**src/inc/speed_torque_regs.vh**
```
// Contract
// [RULE_01] Internal speed limit in RPM, settable 1 to 5000, resets to 5000.
// [RULE_02] Speed reference is clamped so the motor never exceeds the active limit.
// [RULE_03] Speed-limit-reached flag is raised while motor speed is at the active limit.
// [RULE_04] Reached flag drives an output only when mapped to a sequence output channel.
// [RULE_05] Source selector picks internal limit setting or host-supplied limit command.
// [RULE_06] With host source selected, the internal limit value has no effect at all.
// [RULE_07] Torque reference percent equals input volts times gain, 0.0 to 100.0, default 33.3.
// [RULE_08] Gain changes are accepted only while the servo output is disabled.
// [RULE_09] Host keeps the analog torque command between minus and plus ten volts.
// [RULE_10] Over-range warning when scaled torque command exceeds configured motor maximum torque.
// [RULE_11] Torque command is one analog value on a signal line and its ground.
// [RULE_12] Torque command is converted to a signed word, sampled at fixed loop rate.
`ifndef SPEED_TORQUE_REGS_VH
`define SPEED_TORQUE_REGS_VH

// ----------------------------------------------------------------------------
// Register offsets
// ----------------------------------------------------------------------------
`define REG_CTRL        8'h00
`define REG_SPEED_LIMIT 8'h04
`define REG_TORQUE_GAIN 8'h08
`define REG_MAX_TORQUE  8'h0C
`define REG_STATE       8'h10
`define REG_IRQ_STATUS  8'h14
`define REG_IRQ_CLEAR   8'h18
`define REG_IRQ_ENABLE  8'h1C
`define REG_TORQUE_REF  8'h20
`define REG_SPEED_REF   8'h24

// ----------------------------------------------------------------------------
// Fields
// ----------------------------------------------------------------------------
`define CTRL_SERVO_ON   0
`define CTRL_SRC_HOST   1
`define CTRL_CH_LO      2
`define CTRL_CH_HI      4
`define STATE_REACHED   0
`define STATE_OVERRANGE 1
`define IRQ_REACHED     0
`define IRQ_OVERRANGE   1

// ----------------------------------------------------------------------------
// Reset values and limits
// ----------------------------------------------------------------------------
`define SPEED_LIMIT_MIN   13'h0001
`define SPEED_LIMIT_MAX   13'h1388
`define SPEED_LIMIT_RESET 13'h1388
`define GAIN_MAX          10'h03E8
`define GAIN_RESET        10'h014D
`define MAX_TORQUE_RESET  10'h012C

// ----------------------------------------------------------------------------
// Timing
// ----------------------------------------------------------------------------
`define CLK_PERIOD_NS   100
`define LOOP_PERIOD_NS  100000
`define LOOP_CYCLES     (`LOOP_PERIOD_NS / `CLK_PERIOD_NS)

`endif

```
**src/verilog/torque_scaler.v**
```verilog
`timescale 1ns/1ps
// ----------------------------------------------------------------------------
// Gain multiply: percent = code * gain(0.1 %/V) / 2048 for a +-10 V, 12-bit word.
// ----------------------------------------------------------------------------
module torque_scaler
(
	input  wire               pclk,
	input  wire               presetn,
	input  wire               start,
	input  wire signed [11:0] sample,
	input  wire        [9:0]  gain,
	output reg  signed [11:0] torque,
	output reg                done
);
	wire signed [22:0] product;

	assign product = sample * $signed({1'b0, gain});

	always @(posedge pclk or negedge presetn)
	begin
		if (!presetn)
		begin
			torque <= 12'h000;
			done   <= 1'b0;
		end
		else
		begin
			done <= start;
			if (start)
				torque <= product[22:11]; // [RULE_07]
		end
	end
endmodule // torque_scaler

```
**src/verilog/speed_limit_torque_cmd_scaler.v**
```verilog
`timescale 1ns/1ps
`include "speed_torque_regs.vh"
module speed_limit_torque_cmd_scaler
#(
	parameter OUT_CHANNELS = 4,
	parameter LOOP_CYCLES  = `LOOP_CYCLES
)
(
	input  wire                    pclk,
	input  wire                    presetn,
	input  wire                    psel,
	input  wire                    penable,
	input  wire                    pwrite,
	input  wire [7:0]              paddr,
	input  wire [31:0]             pwdata,
	output reg  [31:0]             prdata,
	output reg                     pready,
	output reg                     pslverr,
	input  wire signed [15:0]      speed_cmd,
	input  wire signed [15:0]      motor_speed,
	input  wire [12:0]             host_speed_limit,
	input  wire [11:0]             torque_cmd_code,
	output reg  signed [15:0]      speed_ref,
	output reg  signed [11:0]      torque_ref,
	output reg                     speed_limit_reached,
	output reg                     torque_cmd_overrange_warn,
	output reg  [OUT_CHANNELS-1:0] seq_out,
	output reg                     irq
);
	// ------------------------------------------------------------------------
	// Helpers
	// ------------------------------------------------------------------------
	function [15:0] abs16;
		input signed [15:0] v;
		begin
			if (v == 16'h8000)
				abs16 = 16'h7FFF;
			else if (v < 0)
				abs16 = -v;
			else
				abs16 = v;
		end
	endfunction

	function is_mapped;
		input [7:0] a;
		begin
			case (a)
				`REG_CTRL, `REG_SPEED_LIMIT, `REG_TORQUE_GAIN, `REG_MAX_TORQUE,
				`REG_STATE, `REG_IRQ_STATUS, `REG_IRQ_CLEAR, `REG_IRQ_ENABLE,
				`REG_TORQUE_REF, `REG_SPEED_REF: is_mapped = 1'b1;
				default: is_mapped = 1'b0;
			endcase
		end
	endfunction

	// ------------------------------------------------------------------------
	// Registers
	// ------------------------------------------------------------------------
	reg        servo_on;
	reg        speed_limit_source_select;
	reg [2:0]  limit_channel;
	reg [12:0] speed_limit_value;
	reg [9:0]  torque_cmd_gain;
	reg [9:0]  max_torque;
	reg [1:0]  irq_status;
	reg [1:0]  irq_enable;

	wire access    = psel & penable;
	wire wr_commit = access & pready & pwrite;

	always @(posedge pclk or negedge presetn)
	begin
		if (!presetn)
		begin
			pready  <= 1'b0;
			pslverr <= 1'b0;
			prdata  <= 32'h0000_0000;
		end
		else
		begin
			// One wait state gives the read mux a full cycle before pready.
			pready  <= access & ~pready;
			pslverr <= access & ~pready & ~is_mapped(paddr);
			if (access & ~pready & ~pwrite)
			begin
				case (paddr)
					`REG_CTRL:        prdata <= {27'h000_0000, limit_channel,
						speed_limit_source_select, servo_on};
					`REG_SPEED_LIMIT: prdata <= {19'h0_0000, speed_limit_value};
					`REG_TORQUE_GAIN: prdata <= {22'h00_0000, torque_cmd_gain};
					`REG_MAX_TORQUE:  prdata <= {22'h00_0000, max_torque};
					`REG_STATE:       prdata <= {30'h0000_0000,
						torque_cmd_overrange_warn, speed_limit_reached};
					`REG_IRQ_STATUS:  prdata <= {30'h0000_0000, irq_status};
					`REG_IRQ_ENABLE:  prdata <= {30'h0000_0000, irq_enable};
					`REG_TORQUE_REF:  prdata <= {{20{torque_ref[11]}}, torque_ref};
					`REG_SPEED_REF:   prdata <= {{16{speed_ref[15]}}, speed_ref};
					default:          prdata <= 32'h0000_0000;
				endcase
			end
		end
	end

	always @(posedge pclk or negedge presetn)
	begin
		if (!presetn)
		begin
			servo_on                  <= 1'b0;
			speed_limit_source_select <= 1'b0;
			limit_channel             <= 3'h0;
			speed_limit_value         <= `SPEED_LIMIT_RESET; // [RULE_01]
			torque_cmd_gain           <= `GAIN_RESET; // [RULE_07]
			max_torque                <= `MAX_TORQUE_RESET;
			irq_enable                <= 2'h0;
		end
		else if (wr_commit)
		begin
			case (paddr)
				`REG_CTRL:
				begin
					servo_on                  <= pwdata[`CTRL_SERVO_ON];
					speed_limit_source_select <= pwdata[`CTRL_SRC_HOST]; // [RULE_05]
					limit_channel             <= pwdata[`CTRL_CH_HI:`CTRL_CH_LO];
				end
				`REG_SPEED_LIMIT:
				begin
					// Out-of-range writes saturate to the nearest legal value.
					if (pwdata[31:0] < {19'h0_0000, `SPEED_LIMIT_MIN})
						speed_limit_value <= `SPEED_LIMIT_MIN; // [RULE_01]
					else if (pwdata[31:0] > {19'h0_0000, `SPEED_LIMIT_MAX})
						speed_limit_value <= `SPEED_LIMIT_MAX; // [RULE_01]
					else
						speed_limit_value <= pwdata[12:0];
				end
				`REG_TORQUE_GAIN:
				begin
					// A live gain step would jolt the motor, so writes are ignored while servo is on.
					if (!servo_on) // [RULE_08]
					begin
						if (pwdata[31:0] > {22'h00_0000, `GAIN_MAX})
							torque_cmd_gain <= `GAIN_MAX; // [RULE_07]
						else
							torque_cmd_gain <= pwdata[9:0];
					end
				end
				`REG_MAX_TORQUE:  max_torque <= pwdata[9:0];
				`REG_IRQ_ENABLE:  irq_enable <= pwdata[1:0];
				default:          ;
			endcase
		end
	end

	// ------------------------------------------------------------------------
	// Pin synchronisers
	// ------------------------------------------------------------------------
	// The converter word and host limit must be quasi-static across a loop tick.
	reg [11:0] code_meta;
	reg [11:0] code_sync;
	reg [12:0] host_meta;
	reg [12:0] host_sync;

	always @(posedge pclk or negedge presetn)
	begin
		if (!presetn)
		begin
			code_meta <= 12'h000;
			code_sync <= 12'h000;
			host_meta <= `SPEED_LIMIT_RESET;
			host_sync <= `SPEED_LIMIT_RESET;
		end
		else
		begin
			code_meta <= torque_cmd_code; // [RULE_11]
			code_sync <= code_meta;
			host_meta <= host_speed_limit;
			host_sync <= host_meta;
		end
	end

	// ------------------------------------------------------------------------
	// Speed limit
	// ------------------------------------------------------------------------
	// Internal value is not even read when the host source is chosen.
	wire [12:0]        active_limit = speed_limit_source_select ?
		host_sync : speed_limit_value; // [RULE_05] [RULE_06]
	wire signed [15:0] pos_limit    = {3'b000, active_limit};
	wire signed [15:0] neg_limit    = -pos_limit;
	wire               next_reached = abs16(motor_speed) >= {3'b000, active_limit};
	reg  signed [15:0] next_speed_ref;

	always @*
	begin
		if (speed_cmd > pos_limit)
			next_speed_ref = pos_limit; // [RULE_02]
		else if (speed_cmd < neg_limit)
			next_speed_ref = neg_limit; // [RULE_02]
		else
			next_speed_ref = speed_cmd;
	end

	// ------------------------------------------------------------------------
	// Torque loop
	// ------------------------------------------------------------------------
	reg  [15:0]        loop_count;
	reg                loop_tick;
	wire signed [11:0] scaled;
	wire               scaled_done;

	always @(posedge pclk or negedge presetn)
	begin
		if (!presetn)
		begin
			loop_count <= 16'h0000;
			loop_tick  <= 1'b0;
		end
		else
		begin
			loop_tick <= (loop_count == LOOP_CYCLES - 1); // [RULE_12]
			if (loop_count == LOOP_CYCLES - 1)
				loop_count <= 16'h0000;
			else
				loop_count <= loop_count + 16'h0001;
		end
	end

	torque_scaler u_scaler
	(
		.pclk    (pclk),
		.presetn (presetn),
		.start   (loop_tick),
		.sample  (code_sync), // [RULE_12]
		.gain    (torque_cmd_gain),
		.torque  (scaled),
		.done    (scaled_done)
	);

	wire [15:0] torque_mag = abs16({{4{scaled[11]}}, scaled});

	// ------------------------------------------------------------------------
	// Outputs and interrupt
	// ------------------------------------------------------------------------
	wire       next_warn   = scaled_done ? (torque_mag > {6'h00, max_torque}) :
		torque_cmd_overrange_warn; // [RULE_10]
	wire [1:0] events      = {next_warn & ~torque_cmd_overrange_warn,
		next_reached & ~speed_limit_reached};
	wire [1:0] clear_mask  = (wr_commit && paddr == `REG_IRQ_CLEAR) ? pwdata[1:0] : 2'h0;
	// A new event in the clearing cycle survives the clear.
	wire [1:0] next_status = (irq_status & ~clear_mask) | events;

	always @(posedge pclk or negedge presetn)
	begin
		if (!presetn)
		begin
			speed_ref                 <= 16'h0000;
			torque_ref                <= 12'h000;
			speed_limit_reached       <= 1'b0;
			torque_cmd_overrange_warn <= 1'b0;
			irq_status                <= 2'h0;
			irq                       <= 1'b0;
		end
		else
		begin
			speed_ref                 <= next_speed_ref; // [RULE_02]
			speed_limit_reached       <= next_reached; // [RULE_03]
			torque_cmd_overrange_warn <= next_warn;
			if (scaled_done)
				torque_ref <= scaled; // [RULE_07]
			irq_status <= next_status;
			irq        <= |(next_status & irq_enable);
		end
	end

	genvar ch;
	generate
		for (ch = 0; ch < OUT_CHANNELS; ch = ch + 1)
		begin : g_seq_out
			always @(posedge pclk or negedge presetn)
			begin
				if (!presetn)
					seq_out[ch] <= 1'b0;
				else
					seq_out[ch] <= next_reached && (limit_channel == ch + 1); // [RULE_04]
			end
		end
	endgenerate
endmodule // speed_limit_torque_cmd_scaler

```
**config.mk**
```make
export PLATFORM = sky130hd
export DESIGN_NAME = speed_limit_torque_cmd_scaler
export DESIGN_NICKNAME = d
export VERILOG_FILES = /design/src/verilog/torque_scaler.v /design/src/verilog/speed_limit_torque_cmd_scaler.v
export VERILOG_INCLUDE_DIRS = /design/src /design/src/inc
export SDC_FILE = /design/constraint.sdc
export NUM_CORES = 1
export LEC_CHECK = 0
export BUFFER_PORTS_ARGS = -buffer_cell sky130_fd_sc_hd__buf_2
export CAP_MARGIN = 20
export CORE_ASPECT_RATIO = 0.5
export CORE_MARGIN = 5
export CORE_UTILIZATION = 60
export DETAILED_ROUTE_END_ITERATION = 8
export PLACE_DENSITY_LB_ADDON = 0.08
export SLEW_MARGIN = 20
export SYNTH_ARGS = -nofsm -noshare
export SYNTH_HDL_FRONTEND = slang
export SYNTH_SLANG_ARGS = --single-unit
```
**constraint.sdc**
```tcl
create_clock -name pclk -period 9.7 [get_ports pclk]
set_input_delay 1.94 -clock pclk [delete_from_list [all_inputs] [get_ports pclk]]
set_output_delay 1.94 -clock pclk [all_outputs]
set_load 0.02 [all_outputs]
```
-- Word level (Yosys, flattened, before mapping)
Index checks and enable logic that the tools add are counted.
- logic and storage cells: 104
- bits in registers: 191
- input bits: 102
- latch bits: 0
- bits in read-only memories: 0
- memories kept: 0
- output and inout port bits: 69
- RAM bits: 0
- shift operators: 0
- div/mod/pow operators: 0
- order comparisons: 9
- bitwise gates (word level): 18
- eq/ne operators: 16
- reductions and logical operators: 13
- mux-type cells: 15
- multiply operators: 1
- add/sub/neg operators: 4
- operator list (kind ; number):
    $pmux W32 S9 ; 1
    $mux W16 ; 7
    $mux W13 ; 3
    $eq A16 B16 Y1 const B ; 2
    $eq A8 B5 Y1 const B ; 4
    $gt A32 B10 Y1 const B ; 1
    $gt A32 B13 Y1 const B ; 1
    $lt A32 B1 Y1 const B ; 1
    $mul A12 B11 Y23 ; 1
    $add A16 B1 Y16 const B ; 1
    $eq A16 B10 Y1 const B ; 1
    $eq A8 B4 Y1 const B ; 2
    $eq A8 B6 Y1 const B ; 2
    $ge A16 B13 Y1 ; 1
    $gt A16 B10 Y1 ; 1
    $gt A16 B14 Y1 ; 1
    $lt A16 B1 Y1 const B ; 1
    $lt A16 B16 Y1 ; 1
    $neg A12 Y16 ; 1
    $neg A13 Y16 ; 1
    $neg A16 Y16 ; 1
    $lt A12 B1 Y1 const B ; 1
    $mux W10 ; 1
    $reduce_or A10 Y1 ; 1
    other kinds (16) ; 38

-- Logic depth before layout (Yosys ltp)
Gate-level depths: netlist (run 1).
- depth in word-level cells: 10
- gate-level depth with buffers: 20

-- Hierarchy
Synthesis (run 1) repeated with hierarchy kept, for this count alone.
- cells, all modules: 1375
- area, all modules: 13845.8 µm²
- modules (own cells, without submodules) (module ; cells each ; area each (µm²) ; instances):
    speed_limit_torque_cmd_scaler ; 822 ; 8742.1 ; 1
    torque_scaler ; 553 ; 5103.6 ; 1

-- Worst setup path before layout (run 1)
OpenSTA, ideal clock, no wires.
- kind: register to register
- start: register torque_cmd_gain[3]
- end: register u_scaler.torque[8]
- arrival time: 5.350 ns
- required time: 9.575 ns
- setup time: 0.125 ns
- cell stages (with the launch flop): 19
- slack: 4.225 ns
- path through: dfstp_2 clkbuf_1 nand2_1 fa_1 fa_1 fa_1 inv_1 fa_1 inv_1 fa_1 inv_1 ha_1 a21o_1 a21o_1 a221oi_2 o221ai_2 a21bo_2 xor2_1 mux2_2
- word-level cells in the longest chain between the ends: 1
- RTL lines (item ; RTL line ; text):
    from (decl) ; speed_limit_torque_cmd_scaler.v:64 ; reg [9:0] torque_cmd_gain;
    from (signal assigned) ; speed_limit_torque_cmd_scaler.v:113 ; torque_cmd_gain <= `GAIN_RESET;
    from (signal assigned) ; speed_limit_torque_cmd_scaler.v:142 ; torque_cmd_gain <= `GAIN_MAX;
    from (signal assigned) ; speed_limit_torque_cmd_scaler.v:144 ; torque_cmd_gain <= pwdata[9:0];
    $mul A12 B11 Y23 ; torque_scaler.v:17 ; assign product = sample * $signed({1'b0, gain});
    to (signal assigned) ; torque_scaler.v:30 ; torque <= product[22:11];
    to (decl) ; torque_scaler.v:12 ; output reg signed [11:0] torque,
Every way passes these cells.
A chain may end at the register's enable or synchronous reset.

-- Worst setup path in the final report (run 1)
- start: register torque_cmd_gain[7]
- end: register u_scaler.torque[8]
Same word-level chain as after synthesis.

==> results of run 1 <==
-- logic make-up after synthesis --
group,after synthesis,share of synthesized area
AO/OA/AOI/OAI,229,0.117
flip-flops,175,0.321
adder cells (fa/ha/maj),217,0.259
buffers and inverters,250,0.0734
XOR/XNOR,62,0.0396
AND/OR/NAND/NOR,408,0.152
multiplexers,48,0.0379
-- per-stage QoR --
step,cell area [um2],utilization
4_1_cts,15400,0.678
2_1_floorplan,13700,-
3_3_place_gp,14700,0.649
3_5_place_dp,14700,0.649
5_1_grt,15400,0.678
6_report,15400,0.678
-- area by class of cell --
type	instances	share of cell area
Timing Repair Buffer	176	0.0588
Multi-Input combinational cell	964	0.541
Clock inverter	15	0.0154
Clock buffer	17	0.0277
Sequential cell	175	0.287
Tap cell	307	0.0250
Inverter	183	0.0447
-- registers in the layout, summed over array words and instances, names as in the netlist, 2 cells and up --
signal,flops
code_meta,12
code_sync,12
host_meta,13
host_sync,13
irq_enable,2
irq_status,2
limit_channel,3
loop_count,16
max_torque,10
prdata,16
seq_out,4
speed_limit_value,13
speed_ref,16
torque_cmd_gain,10
torque_ref,12
u_scaler.torque,12
-- layer usage --
metal / track usage / vias to the layer above / share of wire
li1: - / 4910 / -
met1: 0.380 / 5314 / 0.43
met2: 0.471 / 379 / 0.48
met3: 0.0401 / 62 / 0.067
met4: 0.0734 / 0 / 0.021
met5: 0 / - / 0
-- synth_stat cells, types with 14 or more instances --
cell      number  area share
a21o_1        21       0.011
a21oi_1       38       0.014
and2_1        68       0.031
buf_4         17      0.0093
clkbuf_1      44       0.012
dfrtp_1      151        0.28
dfstp_2       24       0.046
fa_1         112        0.16
ha_1         105       0.096
inv_1        183       0.050
mux2_2        31       0.025
mux2i_1       16       0.012
nand2_1      139       0.038
nand3_1       22      0.0080
nand4_1       14      0.0064
nor2_1        63       0.017
nor3_1        25      0.0091
o21ai_0       49       0.018
xnor2_1       39       0.025
xor2_1        23       0.015
-- report_power, final --
part	internal, mW	leakage (nW)	switching (mW)
combinational	0.0779	5.18	0.139
sequential	0.761	2.14	0.0284
clock	0.404	0.317	0.334
total	1.24	7.63	0.501
-- worst max-delay path: cells and delay by family (launching register included) --
kind / cells / cell delay [ns]
adder cells (fa/ha/maj): 6 / 2.90
XOR/XNOR: 1 / 0.14
AO/OA/AOI/OAI: 5 / 1.37
multiplexers: 1 / 0.27
AND/OR/NAND/NOR: 1 / 0.16
buffers and inverters: 3 / 0.15
flip-flops: 1 / 0.66
-- how the worst min path moves through the flow --
stage / start / to / cells after the start
finish: host_meta[1] / host_sync[1] / 0
global route: code_meta[11] / code_sync[11] / 0
CTS: host_meta[1] / host_sync[1] / 0
detailed placement: host_meta[10] / host_sync[10] / 0
global placement: code_meta[10] / code_sync[10] / 0
floorplan: code_meta[0] / code_sync[0] / 0
==> flow_summary.ini, run 1 <==
[place]
dp_slack_ns = 3.95
io_buffers = 170
dp.cells = 1805
dp_hpwl_um = 28200
gp_congestion = 0.913

[finish]
diodes = 0
final_cell_mix = 183 x inv_1, 169 x buf_2, 151 x dfrtp_1
nFillCells = 1844
multi_input_area_mm2 = 0.00831
nets = 1836
area_delta_synth_final_pct = 11.9
final_common_cell = inv_1
stdcell_count = 1837
drive_gt1_frac = 0.187
seq_area_mm2 = 0.00441

[clock_network]
numCtsBuffers = 17
cts-root-buf = clkbuf_16
clockBufferDepth = 2
cts_max_level = 4
cts_tree = done
insertion_delay_ns = 0.44
cts_num_sinks = 175
clk_pin_slew_ns = 0.08
post_cts_resized = 0
post_cts_buffers = 0
cts-hold-fix-buffers = 0

[critical_path]
rrSetupSlack_ns = 3.91
critPathMaxStageDelay_ns = 0.66
worstPathArrival_ns = 6.11
crit_slowest_cell = dfrtp_1
endpoint = u_scaler.torque[8]
path_cells = nand2_1 > fa_1 > fa_1 > fa_1 > inv_1 > fa_1 > inv_1 > fa_1 > inv_1 > ha_1 > a21o_1 > a21o_1 > a221oi_2 > o221ai_2 > a21bo_2 > xor2_1 > mux2_2
crit_type = register to register
crit_path_start_kind = register
reg2reg_depth = 17
startpoint = torque_cmd_gain[7]
crit_path_end_kind = register
critPathRequiredTime_ns = 10.02
cp_max_fo = 14
r2r_end = u_scaler.torque[8]
reg2reg_from = torque_cmd_gain[7]
worst_path_most_repeated_cell = fa_1

[logic_synthesis]
netlist_area_mm2 = 0.0137
ys_warn_count = 0
synth_ff_type = dfrtp_1
yosysUniqueCellTypes = 71
ys_seq_area_frac = 0.321
synth_edf_count = 0
avgSynthCellArea_um2 = 9.88
async_flop_share = 1.00
syn_inst = 1389
synth_seq_cells = 175
syn-num-nets = 1708

[job]
cap_violations = 0

[floorplan]
core-area_mm2 = 0.0226
rows = 39
die-area_mm2 = 0.0262
start_util = 0.606
die_x_um = 224
die_h_um = 117
pin_count = 171

[route]
drc = 0
drt.antenna.violating_nets = 0
routed_wl_um = 35600
first_pass_iters = 6
vias = 10700
drt_iter0_drc = 851
routed_via_density = 5.81
post_drt_wl_per_cell_um = 19.4

[power]
powerDensity_mw_per_mm2 = 114
worst_ir_drop_vdd_uv = 90.7
p_total_mw = 1.74
p_leak_nw = 7.63

[sta]
worstMarginPinSlew_ns = 1.07
hold_ws_ns = 0.350
rsz0062_at_grt = false
setup-violations-final = 0
postLayoutSetupSlackWorst_ns = 3.91
finalCritPeriodShare = 0.597
fmax_mhz = 173
min_period_ns = 5.79
final.setup.tns_ns = 0
slew_violations = 0
hold_violations = 0
relSlewSlack = 0.283
clock_skew_ns = 0.0139

[global_routing]
grt_pass1_wl_um = 57100
grt_pass1_vias = 10800
grt_start_max_net_pins = 111
antenna_found_initial = 0
grt_use_total = 0.276
grt.overflow.total = 0

[outcome]
run_status = complete, no violations

[min_path]
hp-class = register to register
No activity file was read; power rests on OpenSTA's default activity.
==> run 2: changes to the inputs <==
clock period = 5.4 ns   (was 9.7 ns; I/O delays follow)
==> flow_summary.ini, run 2 (synthesis gave the netlist of run 1 again) <==
[place]
dp_hpwl_um = 29500
io_buffers = 170
dp_slack_ns = -0.205
gp_congestion = 0.920

[floorplan]
core-area_mm2 = 0.0226
pin_count = 171
die_h_um = 117
die_x_um = 224
rows = 39
die-area_mm2 = 0.0262
start_util = 0.606

[route]
post_drt_wl_per_cell_um = 19.7
routed_via_density = 5.81
drt.antenna.violating_nets = 0
vias = 11000
drc = 0
first_pass_iters = 6
drt_iter0_drc = 946
routed_wl_um = 37200

[critical_path]
crit_path_start_kind = register
worstPathArrival_ns = 5.65
cp_max_fo = 7
critPathRequiredTime_ns = 5.73
crit_path_end_kind = register
crit_type = register to register

[global_routing]
grt_use_total = 0.287
grt.overflow.total = 0
grt_start_max_net_pins = 94
grt_pass1_vias = 11300
antenna_found_initial = 0
grt_pass1_wl_um = 58700

[min_path]
hp-class = register to register

[job]
cap_violations = 0

[clock_network]
insertion_delay_ns = 0.44
cts-hold-fix-buffers = 0
cts_tree = done
cts-root-buf = clkbuf_16
clockBufferDepth = 2
cts_num_sinks = 175
numCtsBuffers = 17
cts_max_level = 4
clk_pin_slew_ns = 0.08

[finish]
final_common_cell = inv_1
top_regs = loop_count (16), prdata (16), speed_ref (16)
drive_gt1_frac = 0.232
area_delta_synth_final_pct = 15.9
multi_input_area_mm2 = 0.00845
nFillCells = 1759
nets = 1889
final_cell_mix = 178 x inv_1, 169 x buf_2, 149 x dfrtp_1
diodes = 0
seq_area_mm2 = 0.00441

[power]
p_total_mw = 3.12
powerDensity_mw_per_mm2 = 196
p_leak_nw = 7.88
worst_ir_drop_vdd_uv = 233

[sta]
postLayoutSetupSlackWorst_ns = 0.0768
finalCritPeriodShare = 0.986
relSlewSlack = 0.343
hold_ws_ns = 0.350
rsz0062_at_grt = true
fmax_mhz = 188
final.setup.tns_ns = 0
min_period_ns = 5.32
worstMarginPinSlew_ns = 0.986
slew_violations = 0
clock_skew_ns = 0.0105
hold_violations = 0
setup-violations-final = 0

[outcome]
run_status = complete, no violations
[run 2: final timing paths]
kind | start | to | slack (ns) | cells past startpoint
min reg2reg | code_meta[4] | code_sync[4] | 0.35 | 0
min in group asynchronous | presetn | host_meta[10] | 0.67 | 1
min | code_meta[4] | code_sync[4] | 0.35 | 0
max | torque_cmd_gain[2] | u_scaler.torque[8] | 0.08 | 17
max reg2reg | torque_cmd_gain[2] | u_scaler.torque[8] | 0.08 | 17
max in group asynchronous | presetn | torque_cmd_gain[4] | 3.74 | 2
[run 2: power by group]
group | internal [mW] | leakage [nW] | switching, mW
logic | 0.150 | 5.44 | 0.260
clock network | 0.680 | 0.307 | 0.615
registers | 1.37 | 2.14 | 0.0452
total | 2.20 | 7.88 | 0.921
[run 2: final cells by class]
class | instances | area share
Sequential cell | 175 | 0.277
Timing Repair Buffer | 229 | 0.0840
Clock inverter | 15 | 0.0127
Tap cell | 307 | 0.0242
Clock buffer | 17 | 0.0268
Multi-Input combinational cell | 964 | 0.532
Inverter | 183 | 0.0432
[run 2: routing by layer]
layer / vias to the layer above / GRT usage / wire length (um)
met5: - / 0 / 0
met4: 0 / 0.0999 / 1080
met3: 88 / 0.0623 / 2720
met2: 448 / 0.485 / 18000
met1: 5429 / 0.374 / 15400
li1: 5021 / - / -
[run 2: per-stage QoR]
stage / util / cells / cell area [um2]
floorplan: - / 1389 / 13700
finish: 0.702 / 1890 / 15900
CTS: 0.695 / 1886 / 15700
global placement: 0.664 / 1850 / 15000
global route: 0.702 / 1890 / 15900
detailed placement: 0.664 / 1850 / 15000
[run 2: worst max-delay path: stages (launching register included)]
cell and delay (ns):
dfstp_2 0.64, nand2_2 0.09, fa_1 0.58, fa_1 0.45
fa_1 0.53, inv_2 0.04, fa_1 0.47, inv_1 0.05
fa_1 0.49, inv_2 0.05, ha_4 0.21, a21o_1 0.15
a21o_1 0.19, a221oi_4 0.39, o221ai_4 0.21, a21bo_2 0.27
xor2_1 0.14, mux2_4 0.25
[run 2: timing repair]
| item | 4_1_cts | 5_1_grt |
|---|---|---|
| pin swaps | 1 | 34 |
| endpoints found under the setup margin | 5 | 9 |
| buffers inserted | 4 | 4 |
| gates resized for setup | 6 | 33 |
